`config.mk`:
```
export PLATFORM = sky130hd
export DESIGN_NAME = ctl_request_engine
export DESIGN_NICKNAME = d
export VERILOG_FILES = /design/src/shared/ctl_req_pkg.sv /design/src/hw/queue_manager.sv /design/src/hw/ctl_request_engine.sv
export SDC_FILE = /design/constraint.sdc
export NUM_CORES = 1
export LEC_CHECK = 0
export BUFFER_PORTS_ARGS = -buffer_cell sky130_fd_sc_hd__buf_2
export CAP_MARGIN = 20
export CORE_MARGIN = 2
export CORE_UTILIZATION = 40
export CTS_CLUSTER_SIZE = 24
export DETAILED_ROUTE_END_ITERATION = 8
export HOLD_SLACK_MARGIN = 0.1
export SLEW_MARGIN = 0
export SYNTH_ARGS = -nofsm -noshare
export SYNTH_HDL_FRONTEND = slang
export SYNTH_SLANG_ARGS = --single-unit
```
`constraint.sdc`:
```
create_clock -name ref_clk -period 3.7 [get_ports ref_clk]
set_clock_uncertainty 0.05 [all_clocks]
set_input_delay 0.37 -clock ref_clk [delete_from_list [all_inputs] [get_ports ref_clk]]
set_output_delay 0.37 -clock ref_clk [all_outputs]
set_load 0.02 [all_outputs]
```
`src/shared/ctl_req_pkg.sv`:
```
// constants, field positions and state types for the endpoint-zero request engine
// assumes one 200 MHz clock shared by the usb engine and this block
package ctl_req_pkg;

  localparam logic [7:0] RT_VENDOR_OUT = 8'h40;
  localparam logic [7:0] RT_VENDOR_IN = 8'hc0;
  localparam logic [7:0] RT_CLASS_OUT = 8'h21;
  localparam logic [7:0] RT_CLASS_IN = 8'ha1;
  localparam logic [7:0] RT_DEV_IN = 8'h80;

  localparam logic [7:0] REQ_GET_STATUS = 8'h00;
  localparam logic [7:0] REQ_SET_REG = 8'h00;
  localparam logic [7:0] REQ_GET_REG = 8'h01;
  localparam logic [7:0] REQ_SET_LINE = 8'h20;
  localparam logic [7:0] REQ_GET_LINE = 8'h21;
  localparam logic [7:0] REQ_SET_CTRL = 8'h22;
  localparam logic [7:0] REQ_BREAK = 8'h23;

  localparam logic [7:0] BLK_UART = 8'h00;
  localparam logic [7:0] BLK_MGR = 8'h04;
  localparam logic [7:0] BLK_EEPROM = 8'h65;
  localparam logic [7:0] BLK_CUSTOM = 8'h66;

  localparam logic [7:0] MGR_ENABLE_OFS = 8'h10;
  localparam logic [7:0] MGR_RXFLUSH_OFS = 8'h18;
  localparam logic [7:0] MGR_TXFLUSH_OFS = 8'h1c;
  localparam int MGR_TX_BIT = 0;
  localparam int MGR_RX_BIT = 1;
  localparam logic [1:0] MGR_ENABLE_RST = 2'h0;

  localparam logic [7:0] CUST_WIDE_OFS = 8'h00;
  localparam logic [7:0] CUST_LOWLAT_OFS = 8'h01;
  localparam logic [7:0] CUST_INTPKT_OFS = 8'h02;

  localparam int UART_REG_COUNT = 32;
  localparam logic [7:0] UART_ENABLE_OFS = 8'h03;
  localparam logic [7:0] UART_REG_RST = 8'h00;

  localparam int LINE_BYTES = 7;
  localparam logic [15:0] LINE_CODING_LEN = 16'h0007;
  localparam logic [15:0] STATUS_LEN = 16'h0002;
  // 115200 baud, one stop bit, no parity, eight data bits
  localparam logic [55:0] LINE_CODING_RST = 56'h08_00_00_00_01_c2_00;

  localparam int CTRL_DTR_BIT = 0;
  localparam int CTRL_RTS_BIT = 1;

  localparam logic [15:0] BREAK_FOREVER = 16'hffff;
  localparam int CLK_MHZ = 200;
  localparam int BREAK_UNIT_US = 1000;
  localparam int BREAK_UNIT_CYCLES = BREAK_UNIT_US * CLK_MHZ;

  typedef enum logic [2:0] {
    ST_IDLE, ST_LINE_OUT, ST_FETCH, ST_EE_WAIT, ST_SEND, ST_EE_WRITE
  } ctl_state_t;

  typedef enum logic [1:0] {SRC_REG, SRC_LINE, SRC_STAT} in_src_t;

endpackage : ctl_req_pkg

```
`src/hw/queue_manager.sv`:
```
// queue manager register block: queue enables and flush strobes
// assumes writes arrive as single-cycle strobes from the request engine
`timescale 1ns/1ps
module queue_manager
  import ctl_req_pkg::*;
(
  input wire logic ref_clk,
  input wire logic arst_n,
  input wire logic wr_en,
  input wire logic [7:0] addr,
  input wire logic [7:0] wdata,
  output logic [7:0] rdata,
  output logic tx_fifo_en,
  output logic rx_fifo_en,
  output logic rx_flush,
  output logic tx_flush
);

  logic [1:0] enable_q;
  logic rx_flush_q;
  logic tx_flush_q;

  // enable bits, cleared at reset
  always_ff @(posedge ref_clk or negedge arst_n) begin
    if (!arst_n) begin
      enable_q <= MGR_ENABLE_RST;
    end else if (wr_en && addr == MGR_ENABLE_OFS) begin
      enable_q <= wdata[1:0];
    end
  end

  // any nonzero write flushes
  always_ff @(posedge ref_clk or negedge arst_n) begin
    if (!arst_n) begin
      rx_flush_q <= 1'b0;
      tx_flush_q <= 1'b0;
    end else begin
      rx_flush_q <= wr_en && addr == MGR_RXFLUSH_OFS && wdata != 8'h00;
      tx_flush_q <= wr_en && addr == MGR_TXFLUSH_OFS && wdata != 8'h00;
    end
  end

  // flush registers are write-only and read zero
  always_comb begin
    rdata = 8'h00;
    if (addr == MGR_ENABLE_OFS) begin
      rdata = {6'h00, enable_q};
    end
  end

  assign tx_fifo_en = enable_q[MGR_TX_BIT];
  assign rx_fifo_en = enable_q[MGR_RX_BIT];
  assign rx_flush = rx_flush_q;
  assign tx_flush = tx_flush_q;
endmodule : queue_manager

```
`src/hw/ctl_request_engine.sv`:
```
// endpoint-zero control request engine for the serial bridge register blocks
// assumes the usb engine runs on ref_clk and hands over decoded setup fields
// What this block does
// - vendor type 0x40 code 0 writes value low byte to block/register, no data
// - vendor type 0xc0 code 1 returns length bytes from selected block/register
// - block 0 is serial configuration, block 4 is queue manager
// - block 0x65 accesses go out to the external eeprom port
// - block 0x66 holds wide receive, low latency and interrupt packet enables
// - internal registers reachable only through vendor read and write requests
// - queue switch offset 0x10: bit0 transmit queue, bit1 receive queue
// - nonzero write at 0x18 or 0x1c flushes receive or transmit queue
// - class type 0x21 code 32 takes seven bytes of line coding
// - class type 0xa1 code 33 returns the seven line coding bytes
// - class type 0x21 code 34 value field drives modem control lines
// - class type 0x21 code 35 sends break for value milliseconds
// - device status type 0x80 code 0 returns two bytes, wake and power
`timescale 1ns/1ps
module ctl_request_engine
  import ctl_req_pkg::*;
#(
  parameter int MS_CYCLES = BREAK_UNIT_CYCLES
)
(
  input wire logic ref_clk,
  input wire logic arst_n,
  input wire logic setup_valid,
  input wire logic [7:0] setup_type,
  input wire logic [7:0] setup_req,
  input wire logic [15:0] setup_value,
  input wire logic [15:0] setup_index,
  input wire logic [15:0] setup_length,
  input wire logic out_valid,
  input wire logic [7:0] out_data,
  input wire logic in_ready,
  output logic in_valid,
  output logic [7:0] in_data,
  output logic ctl_ack,
  output logic ctl_stall,
  output logic ee_req,
  output logic ee_write,
  output logic [7:0] ee_addr,
  output logic [7:0] ee_wdata,
  input wire logic ee_done,
  input wire logic [7:0] ee_rdata,
  input wire logic remote_wake_en,
  input wire logic self_powered,
  output logic tx_fifo_en,
  output logic rx_fifo_en,
  output logic rx_flush,
  output logic tx_flush,
  output logic uart_tx_en,
  output logic uart_rx_en,
  output logic [31:0] baud_rate,
  output logic [7:0] stop_bits,
  output logic [7:0] parity,
  output logic [7:0] data_bits,
  output logic dtr,
  output logic rts,
  output logic break_active,
  output logic wide_rx_en,
  output logic low_latency_en,
  output logic custom_int_en
);

  localparam int MSW = $clog2(MS_CYCLES);

  generate
    if (MS_CYCLES < 2) begin : g_bad_ms
      $error("MS_CYCLES must be at least 2");
    end
  endgenerate

  ctl_state_t state_q;
  in_src_t src_q;
  logic [7:0] blk_q;
  logic [7:0] addr_q;
  logic [15:0] rem_q;
  logic [2:0] cnt_q;
  logic [7:0] in_data_q;
  logic ack_q;
  logic stall_q;
  logic ee_req_q;
  logic ee_write_q;
  logic [7:0] ee_addr_q;
  logic [7:0] ee_wdata_q;
  logic [7:0] uart_regs_q [UART_REG_COUNT];
  logic [7:0] line_q [LINE_BYTES];
  logic wide_q;
  logic lowlat_q;
  logic intpkt_q;
  logic dtr_q;
  logic rts_q;
  logic break_q;
  logic brk_forever_q;
  logic [15:0] brk_left_q;
  logic [MSW-1:0] ms_cnt_q;
  logic ms_tick;
  logic take;
  logic is_wr;
  logic is_rd;
  logic is_setline;
  logic is_getline;
  logic is_ctrl;
  logic is_brk;
  logic is_stat;
  logic supported;
  logic reg_wr;
  logic [7:0] setup_blk;
  logic [7:0] setup_reg;
  logic [7:0] mgr_addr;
  logic [7:0] mgr_rdata;
  logic [7:0] fetch_byte;

  // blocks that answer register requests
  function automatic logic blk_known(input logic [7:0] blk);
    blk_known = blk == BLK_UART || blk == BLK_MGR || blk == BLK_EEPROM
      || blk == BLK_CUSTOM;
  endfunction : blk_known

  assign setup_reg = setup_index[7:0];
  assign setup_blk = setup_index[15:8];
  assign take = setup_valid && state_q == ST_IDLE;

  // request decode; registers have no other access path
  always_comb begin
    is_wr = setup_type == RT_VENDOR_OUT && setup_req == REQ_SET_REG
      && setup_length == 16'h0000;
    is_rd = setup_type == RT_VENDOR_IN && setup_req == REQ_GET_REG;
    is_setline = setup_type == RT_CLASS_OUT && setup_req == REQ_SET_LINE
      && setup_length == LINE_CODING_LEN;
    is_getline = setup_type == RT_CLASS_IN && setup_req == REQ_GET_LINE;
    is_ctrl = setup_type == RT_CLASS_OUT && setup_req == REQ_SET_CTRL
      && setup_length == 16'h0000;
    is_brk = setup_type == RT_CLASS_OUT && setup_req == REQ_BREAK
      && setup_length == 16'h0000;
    is_stat = setup_type == RT_DEV_IN && setup_req == REQ_GET_STATUS
      && setup_index == 16'h0000 && setup_value == 16'h0000;
    supported = ((is_wr || is_rd) && blk_known(setup_blk)) || is_setline || is_getline
      || is_ctrl || is_brk || is_stat;
    reg_wr = take && is_wr && blk_known(setup_blk) && setup_blk != BLK_EEPROM;
  end

  assign mgr_addr = reg_wr ? setup_reg : addr_q;

  queue_manager u_queue_manager (
    .ref_clk(ref_clk),
    .arst_n(arst_n),
    .wr_en(reg_wr && setup_blk == BLK_MGR),
    .addr(mgr_addr),
    .wdata(setup_value[7:0]),
    .rdata(mgr_rdata),
    .tx_fifo_en(tx_fifo_en),
    .rx_fifo_en(rx_fifo_en),
    .rx_flush(rx_flush),
    .tx_flush(tx_flush)
  );

  // byte for the current read position
  always_comb begin
    fetch_byte = 8'h00;
    case (src_q)
      SRC_STAT: if (addr_q == 8'h00) fetch_byte = {6'h00, remote_wake_en, self_powered};
      SRC_LINE: if (addr_q < 8'(LINE_BYTES)) fetch_byte = line_q[addr_q[2:0]];
      default: begin
        if (blk_q == BLK_UART && addr_q < 8'(UART_REG_COUNT)) begin
          fetch_byte = uart_regs_q[addr_q[4:0]];
        end else if (blk_q == BLK_MGR) begin
          fetch_byte = mgr_rdata;
        end else if (blk_q == BLK_CUSTOM) begin
          if (addr_q == CUST_WIDE_OFS) fetch_byte = {7'h00, wide_q};
          if (addr_q == CUST_LOWLAT_OFS) fetch_byte = {7'h00, lowlat_q};
          if (addr_q == CUST_INTPKT_OFS) fetch_byte = {7'h00, intpkt_q};
        end
      end
    endcase
  end

  // control transfer sequencing
  always_ff @(posedge ref_clk or negedge arst_n) begin
    if (!arst_n) begin
      state_q <= ST_IDLE;
      src_q <= SRC_REG;
      blk_q <= 8'h00;
      addr_q <= 8'h00;
      rem_q <= 16'h0000;
      cnt_q <= 3'h0;
      in_data_q <= 8'h00;
      ack_q <= 1'b0;
      stall_q <= 1'b0;
      ee_req_q <= 1'b0;
      ee_write_q <= 1'b0;
      ee_addr_q <= 8'h00;
      ee_wdata_q <= 8'h00;
    end else begin
      ack_q <= 1'b0;
      stall_q <= 1'b0;
      ee_req_q <= 1'b0;
      case (state_q)
        ST_IDLE: begin
          if (take) begin
            blk_q <= setup_blk;
            addr_q <= setup_reg;
            rem_q <= setup_length;
            src_q <= SRC_REG;
            cnt_q <= 3'h0;
            if (!supported) begin
              stall_q <= 1'b1;
            end else if (is_wr && setup_blk == BLK_EEPROM) begin
              ee_req_q <= 1'b1;
              ee_write_q <= 1'b1;
              ee_addr_q <= setup_reg;
              ee_wdata_q <= setup_value[7:0];
              state_q <= ST_EE_WRITE;
            end else if (is_wr || is_ctrl || is_brk) begin
              ack_q <= 1'b1;
            end else if (is_setline) begin
              state_q <= ST_LINE_OUT;
            end else begin
              if (is_getline) begin
                src_q <= SRC_LINE;
                addr_q <= 8'h00;
                rem_q <= setup_length > LINE_CODING_LEN ? LINE_CODING_LEN : setup_length;
              end else if (is_stat) begin
                src_q <= SRC_STAT;
                addr_q <= 8'h00;
                rem_q <= setup_length > STATUS_LEN ? STATUS_LEN : setup_length;
              end
              if (setup_length == 16'h0000) begin
                ack_q <= 1'b1;
              end else begin
                state_q <= ST_FETCH;
              end
            end
          end
        end
        ST_LINE_OUT: begin
          if (out_valid) begin
            cnt_q <= cnt_q + 3'h1;
            if (cnt_q == 3'(LINE_BYTES - 1)) begin
              ack_q <= 1'b1;
              state_q <= ST_IDLE;
            end
          end
        end
        ST_FETCH: begin
          if (src_q == SRC_REG && blk_q == BLK_EEPROM) begin
            ee_req_q <= 1'b1;
            ee_write_q <= 1'b0;
            ee_addr_q <= addr_q;
            state_q <= ST_EE_WAIT;
          end else begin
            in_data_q <= fetch_byte;
            state_q <= ST_SEND;
          end
        end
        ST_EE_WAIT: begin
          if (ee_done) begin
            in_data_q <= ee_rdata;
            state_q <= ST_SEND;
          end
        end
        ST_EE_WRITE: begin
          if (ee_done) begin
            ack_q <= 1'b1;
            state_q <= ST_IDLE;
          end
        end
        ST_SEND: begin
          if (in_ready) begin
            if (rem_q == 16'h0001) begin
              ack_q <= 1'b1;
              state_q <= ST_IDLE;
            end else begin
              rem_q <= rem_q - 16'h0001;
              addr_q <= addr_q + 8'h01;
              state_q <= ST_FETCH;
            end
          end
        end
        default: state_q <= ST_IDLE;
      endcase
    end
  end

  // serial configuration block
  always_ff @(posedge ref_clk or negedge arst_n) begin
    if (!arst_n) begin
      for (int i = 0; i < UART_REG_COUNT; i++) uart_regs_q[i] <= UART_REG_RST;
    end else if (reg_wr && setup_blk == BLK_UART && setup_reg < 8'(UART_REG_COUNT)) begin
      uart_regs_q[setup_reg[4:0]] <= setup_value[7:0];
    end
  end

  // line coding storage
  always_ff @(posedge ref_clk or negedge arst_n) begin
    if (!arst_n) begin
      for (int i = 0; i < LINE_BYTES; i++) line_q[i] <= LINE_CODING_RST[8*i +: 8];
    end else if (state_q == ST_LINE_OUT && out_valid) begin
      line_q[cnt_q] <= out_data;
    end
  end

  // vendor extension enables
  always_ff @(posedge ref_clk or negedge arst_n) begin
    if (!arst_n) begin
      wide_q <= 1'b0;
      lowlat_q <= 1'b0;
      intpkt_q <= 1'b0;
    end else if (reg_wr && setup_blk == BLK_CUSTOM) begin
      if (setup_reg == CUST_WIDE_OFS) wide_q <= setup_value[0];
      if (setup_reg == CUST_LOWLAT_OFS) lowlat_q <= setup_value[0];
      if (setup_reg == CUST_INTPKT_OFS) intpkt_q <= setup_value[0];
    end
  end

  // modem control lines
  always_ff @(posedge ref_clk or negedge arst_n) begin
    if (!arst_n) begin
      dtr_q <= 1'b0;
      rts_q <= 1'b0;
    end else if (take && is_ctrl) begin
      dtr_q <= setup_value[CTRL_DTR_BIT];
      rts_q <= setup_value[CTRL_RTS_BIT];
    end
  end

  assign ms_tick = ms_cnt_q == MSW'(MS_CYCLES - 1);

  // break timer, millisecond steps, 0xffff holds until a zero break
  always_ff @(posedge ref_clk or negedge arst_n) begin
    if (!arst_n) begin
      break_q <= 1'b0;
      brk_forever_q <= 1'b0;
      brk_left_q <= 16'h0000;
      ms_cnt_q <= '0;
    end else if (take && is_brk) begin
      break_q <= setup_value != 16'h0000;
      brk_forever_q <= setup_value == BREAK_FOREVER;
      brk_left_q <= setup_value;
      ms_cnt_q <= '0;
    end else if (break_q && !brk_forever_q) begin
      ms_cnt_q <= ms_tick ? '0 : ms_cnt_q + MSW'(1);
      if (ms_tick) begin
        brk_left_q <= brk_left_q - 16'h0001;
        if (brk_left_q == 16'h0001) break_q <= 1'b0;
      end
    end
  end

  assign in_valid = state_q == ST_SEND;
  assign in_data = in_data_q;
  assign ctl_ack = ack_q;
  assign ctl_stall = stall_q;
  assign ee_req = ee_req_q;
  assign ee_write = ee_write_q;
  assign ee_addr = ee_addr_q;
  assign ee_wdata = ee_wdata_q;
  assign uart_tx_en = uart_regs_q[UART_ENABLE_OFS[4:0]][0];
  assign uart_rx_en = uart_regs_q[UART_ENABLE_OFS[4:0]][1];
  assign baud_rate = {line_q[3], line_q[2], line_q[1], line_q[0]};
  assign stop_bits = line_q[4];
  assign parity = line_q[5];
  assign data_bits = line_q[6];
  assign dtr = dtr_q;
  assign rts = rts_q;
  assign break_active = break_q;
  assign wide_rx_en = wide_q;
  assign low_latency_en = lowlat_q;
  assign custom_int_en = intpkt_q;
endmodule : ctl_request_engine

```
==> summary.md <==
| Metric | Value |
|---|---|
| Number of synthesis warnings | `0` |
| Multi-input gate area | `10140 um2` |
| Post-DR wirelength/cell | `22.32 um` |
| Mean post-synth cell area | `12.57 um2` |
| Post-synthesis register bit count | `425` |
| Ys async rst share | `100.0%` |
| Hold Vio Cnt, Final | `0` |
| Global route total overflow | `0` |
| RSZ-0062 raised after global routing | `no` |
| Area Growth Syn to Fin | `18.40%` |
| Die X-Extent | `234.7 um` |
| Final Cycle Share | `89.18%` |
| EDFF count, synth | `0` |
| # IOs | `185` |
| FF-to-FF End | `uart_regs_q[92]` |
| Final setup TNS | `0 ns` |
| Worst hold start | `ee_rdata[4]` |
| Clock slew at reported path FFs | `0.06 ns` |
| Tightest Pin Transition | `1.062 ns` |
| Clock insertion delay at the later pin of the skew report | `0.60 ns` |
| Crit path capture type | `flop` |
| Final wirelength | `59160 um` |
| Via count | `15140` |
| Hold path depth | `5` |
| Clk buf depth | `3` |
| CP Class | `flop to flop` |
| Antenna violations before repair | `3` |
| Largest net degree at the start of global routing | `121` |
| Port buffer count | `184` |
| Most frequent cells in the layout | `418 x dfrtp_1, 328 x mux2_2, 183 x buf_2, 110 x nand2_1, 82 x mux4_2` |
| Seq/Total Area, Yosys | `49.99%` |
| FF/Latch Area | `10650 um2` |
| Total clock sinks | `425` |
| Post-synth net total | `1796` |
| ANT nets after route | `0` |
| Hold Path End | `in_data[4]` |
| # nets final | `2028` |
| Fmax | `303.1 MHz` |
| Netlist Area Pre-Place | `21290 um2` |
| Final Setup Violations | `0` |
| Peak supply drop | `318.3 uV` |
| R2R Path Start | `state_q[0]` |
| Crit path launch type | `flop` |
| Fin crit period | `3.300 ns` |
| Die Y | `234.7 um` |
| Ys flop type | `dfrtp_1` |
| Final Power | `12.99 mW` |
| CTS tree | `yes` |
| Post-CTS Setup Repair Bufs | `0` |
| Max-cap violation count | `0` |
| Crit Path Max Fanout | `15` |
| Area of the die | `55070 um2` |
| Vias per Instance | `5.713` |
| Worst path required time | `4.13 ns` |
| Worst EP arrival | `3.73 ns` |
| Commonest non-fill, non-tap cell in the layout | `dfrtp_1` |
| Leakage power | `11.61 nW` |
| Cells after synthesis | `1694` |
| Status | `finished clean` |
| Root buffer cell | `clkbuf_16` |
| Register-to-Register Path Depth | `6` |
| Num rows | `84` |
| 1st-iter DRT viols | `1156` |
| Worst hold path type | `input port to flop` |
| Slew margin rel. | `29.17%` |
| Distinct cells, synth | `75` |
| Post-CTS sizing | `0` |
| Initial core utilization | `40.50%` |
| Hold Buf Count CTS | `47` |
| Register-to-register setup slack | `0.40 ns` |
| Post-detail-place hpwl | `40640 um` |
| GRT Total Usage | `21.59%` |
| Pwr dens | `515.4 nW/um2` |
| DR pass1 iterations | `5` |
| Vias in the first global route | `15700` |
| Core area | `52550 um2` |
| H-tree levels | `2` |
| First-pass GRT wire length | `93720 um` |
| Total CTS buffers | `47` |
| Filler cell count | `4658` |
| GP Congestion | `0.8748` |
| DR DRC count | `0` |
| Final slew viol count | `0` |
| Share of cells above drive strength 1 | `39.95%` |
[metal layers]
metal	track usage (%)	share of wire [%]	vias to the layer above
met4	7.595	3.5	2
met2	34.87	48	415
li1	-	-	6779
met3	3.759	5.0	123
met1	29.39	44	7820
met5	0	0.030	-
[how the worst max path moves through the flow]
| stage | endpoint | slack (ns) | depth (start not counted) | from |
|---|---|---|---|---|
| global route | uart_regs_q[94] | 0.19 | 6 | state_q[0] |
| detailed placement | uart_regs_q[89] | 0.46 | 7 | setup_type[1] |
| global placement | uart_regs_q[89] | 0.50 | 7 | setup_type[1] |
| floorplan | in_data[2] | 1.10 | 6 | addr_q[0] |
| finish | uart_regs_q[92] | 0.40 | 6 | state_q[0] |
| CTS | uart_regs_q[89] | 0.43 | 6 | state_q[0] |
[cells by family after synthesis]
kind of cell | synth area share (%)
AO/OA/AOI/OAI | 6.202
XOR/XNOR | 0.8229
adder cells (fa/ha/maj) | 0.8230
buffers and inverters | 2.375
flip-flops | 49.99
multiplexers | 27.11
AND/OR/NAND/NOR | 12.67
[metrics by stage]
| stage | setup slack [ns] | utilization (%) | area (um2) | cells | hold slack, ns |
|---|---|---|---|---|---|
| after floorplan | 1.104 | - | 21290 | 1694 | 0.02441 |
| after global placement | 0.4965 | 44.09 | 23170 | 2518 | 0.4336 |
| after detailed placement | 0.4613 | 44.09 | 23170 | 2518 | 0.4404 |
| after CTS | 0.4288 | 47.95 | 25200 | 2648 | 0.1038 |
| after global routing | 0.1925 | 47.96 | 25200 | 2650 | 0.1265 |
| final | 0.4004 | 47.96 | 25200 | 2650 | 0.1354 |
[synth_stat cells (all sizes together) (14+ instances only)]
master | n | area [um2]
nor4 | 27 | 181.4
and2 | 16 | 100.1
nor3 | 39 | 206.5
a22oi | 18 | 135.1
nand3 | 28 | 140.1
a21oi | 69 | 349.1
mux2 | 328 | 3694
mux4 | 82 | 1847
and3 | 25 | 156.4
nand2 | 110 | 412.9
dfrtp | 420 | 10510
buf | 30 | 137.6
nor2b | 14 | 87.58
inv | 27 | 101.3
nor2 | 101 | 581.8
mux2i | 23 | 230.2
nand4 | 27 | 229.0
o21ai | 60 | 300.3
clkbuf | 71 | 266.5
ha | 14 | 175.2
[critical path, cell delays in order, from the launching register on]
cell and delay [ns]:
dfrtp_1 0.53, nor3_1 0.43, and2_1 0.23, and3_1 0.53, nand4_4 0.39, nor2_2 0.61
mux2_2 0.41
[report_power, final]
group / total, mW / switching (mW) / internal, mW
logic: 2.84 / 1.68 / 1.16
clock network: 4.75 / 1.97 / 2.77
registers: 5.41 / 0.482 / 4.92
[state kept, by name, summed over array words and instances (netlist names), 2 cells and up]
register and flops:
uart_regs_q 254, baud_rate 32, ms_cnt_q 18, brk_left_q 16
rem_q 16, addr_q 8, blk_q 8, data_bits 8
ee_addr 8, ee_wdata 8, in_data 8, parity 8
stop_bits 8, cnt_q 3, state_q 3, src_q 2
u_queue_manager.enable_q 2
[final cells by class]
class / count / area share, %
antenna: 2 / 0.01986
clock inverter: 14 / 0.5808
multi-input combinational: 1141 / 40.25
sequential: 425 / 42.25
tap: 688 / 3.416
clock buffer: 69 / 5.595
inverter: 27 / 0.4021
timing repair buffer: 284 / 7.486
(Power assumes the default switching activity.)
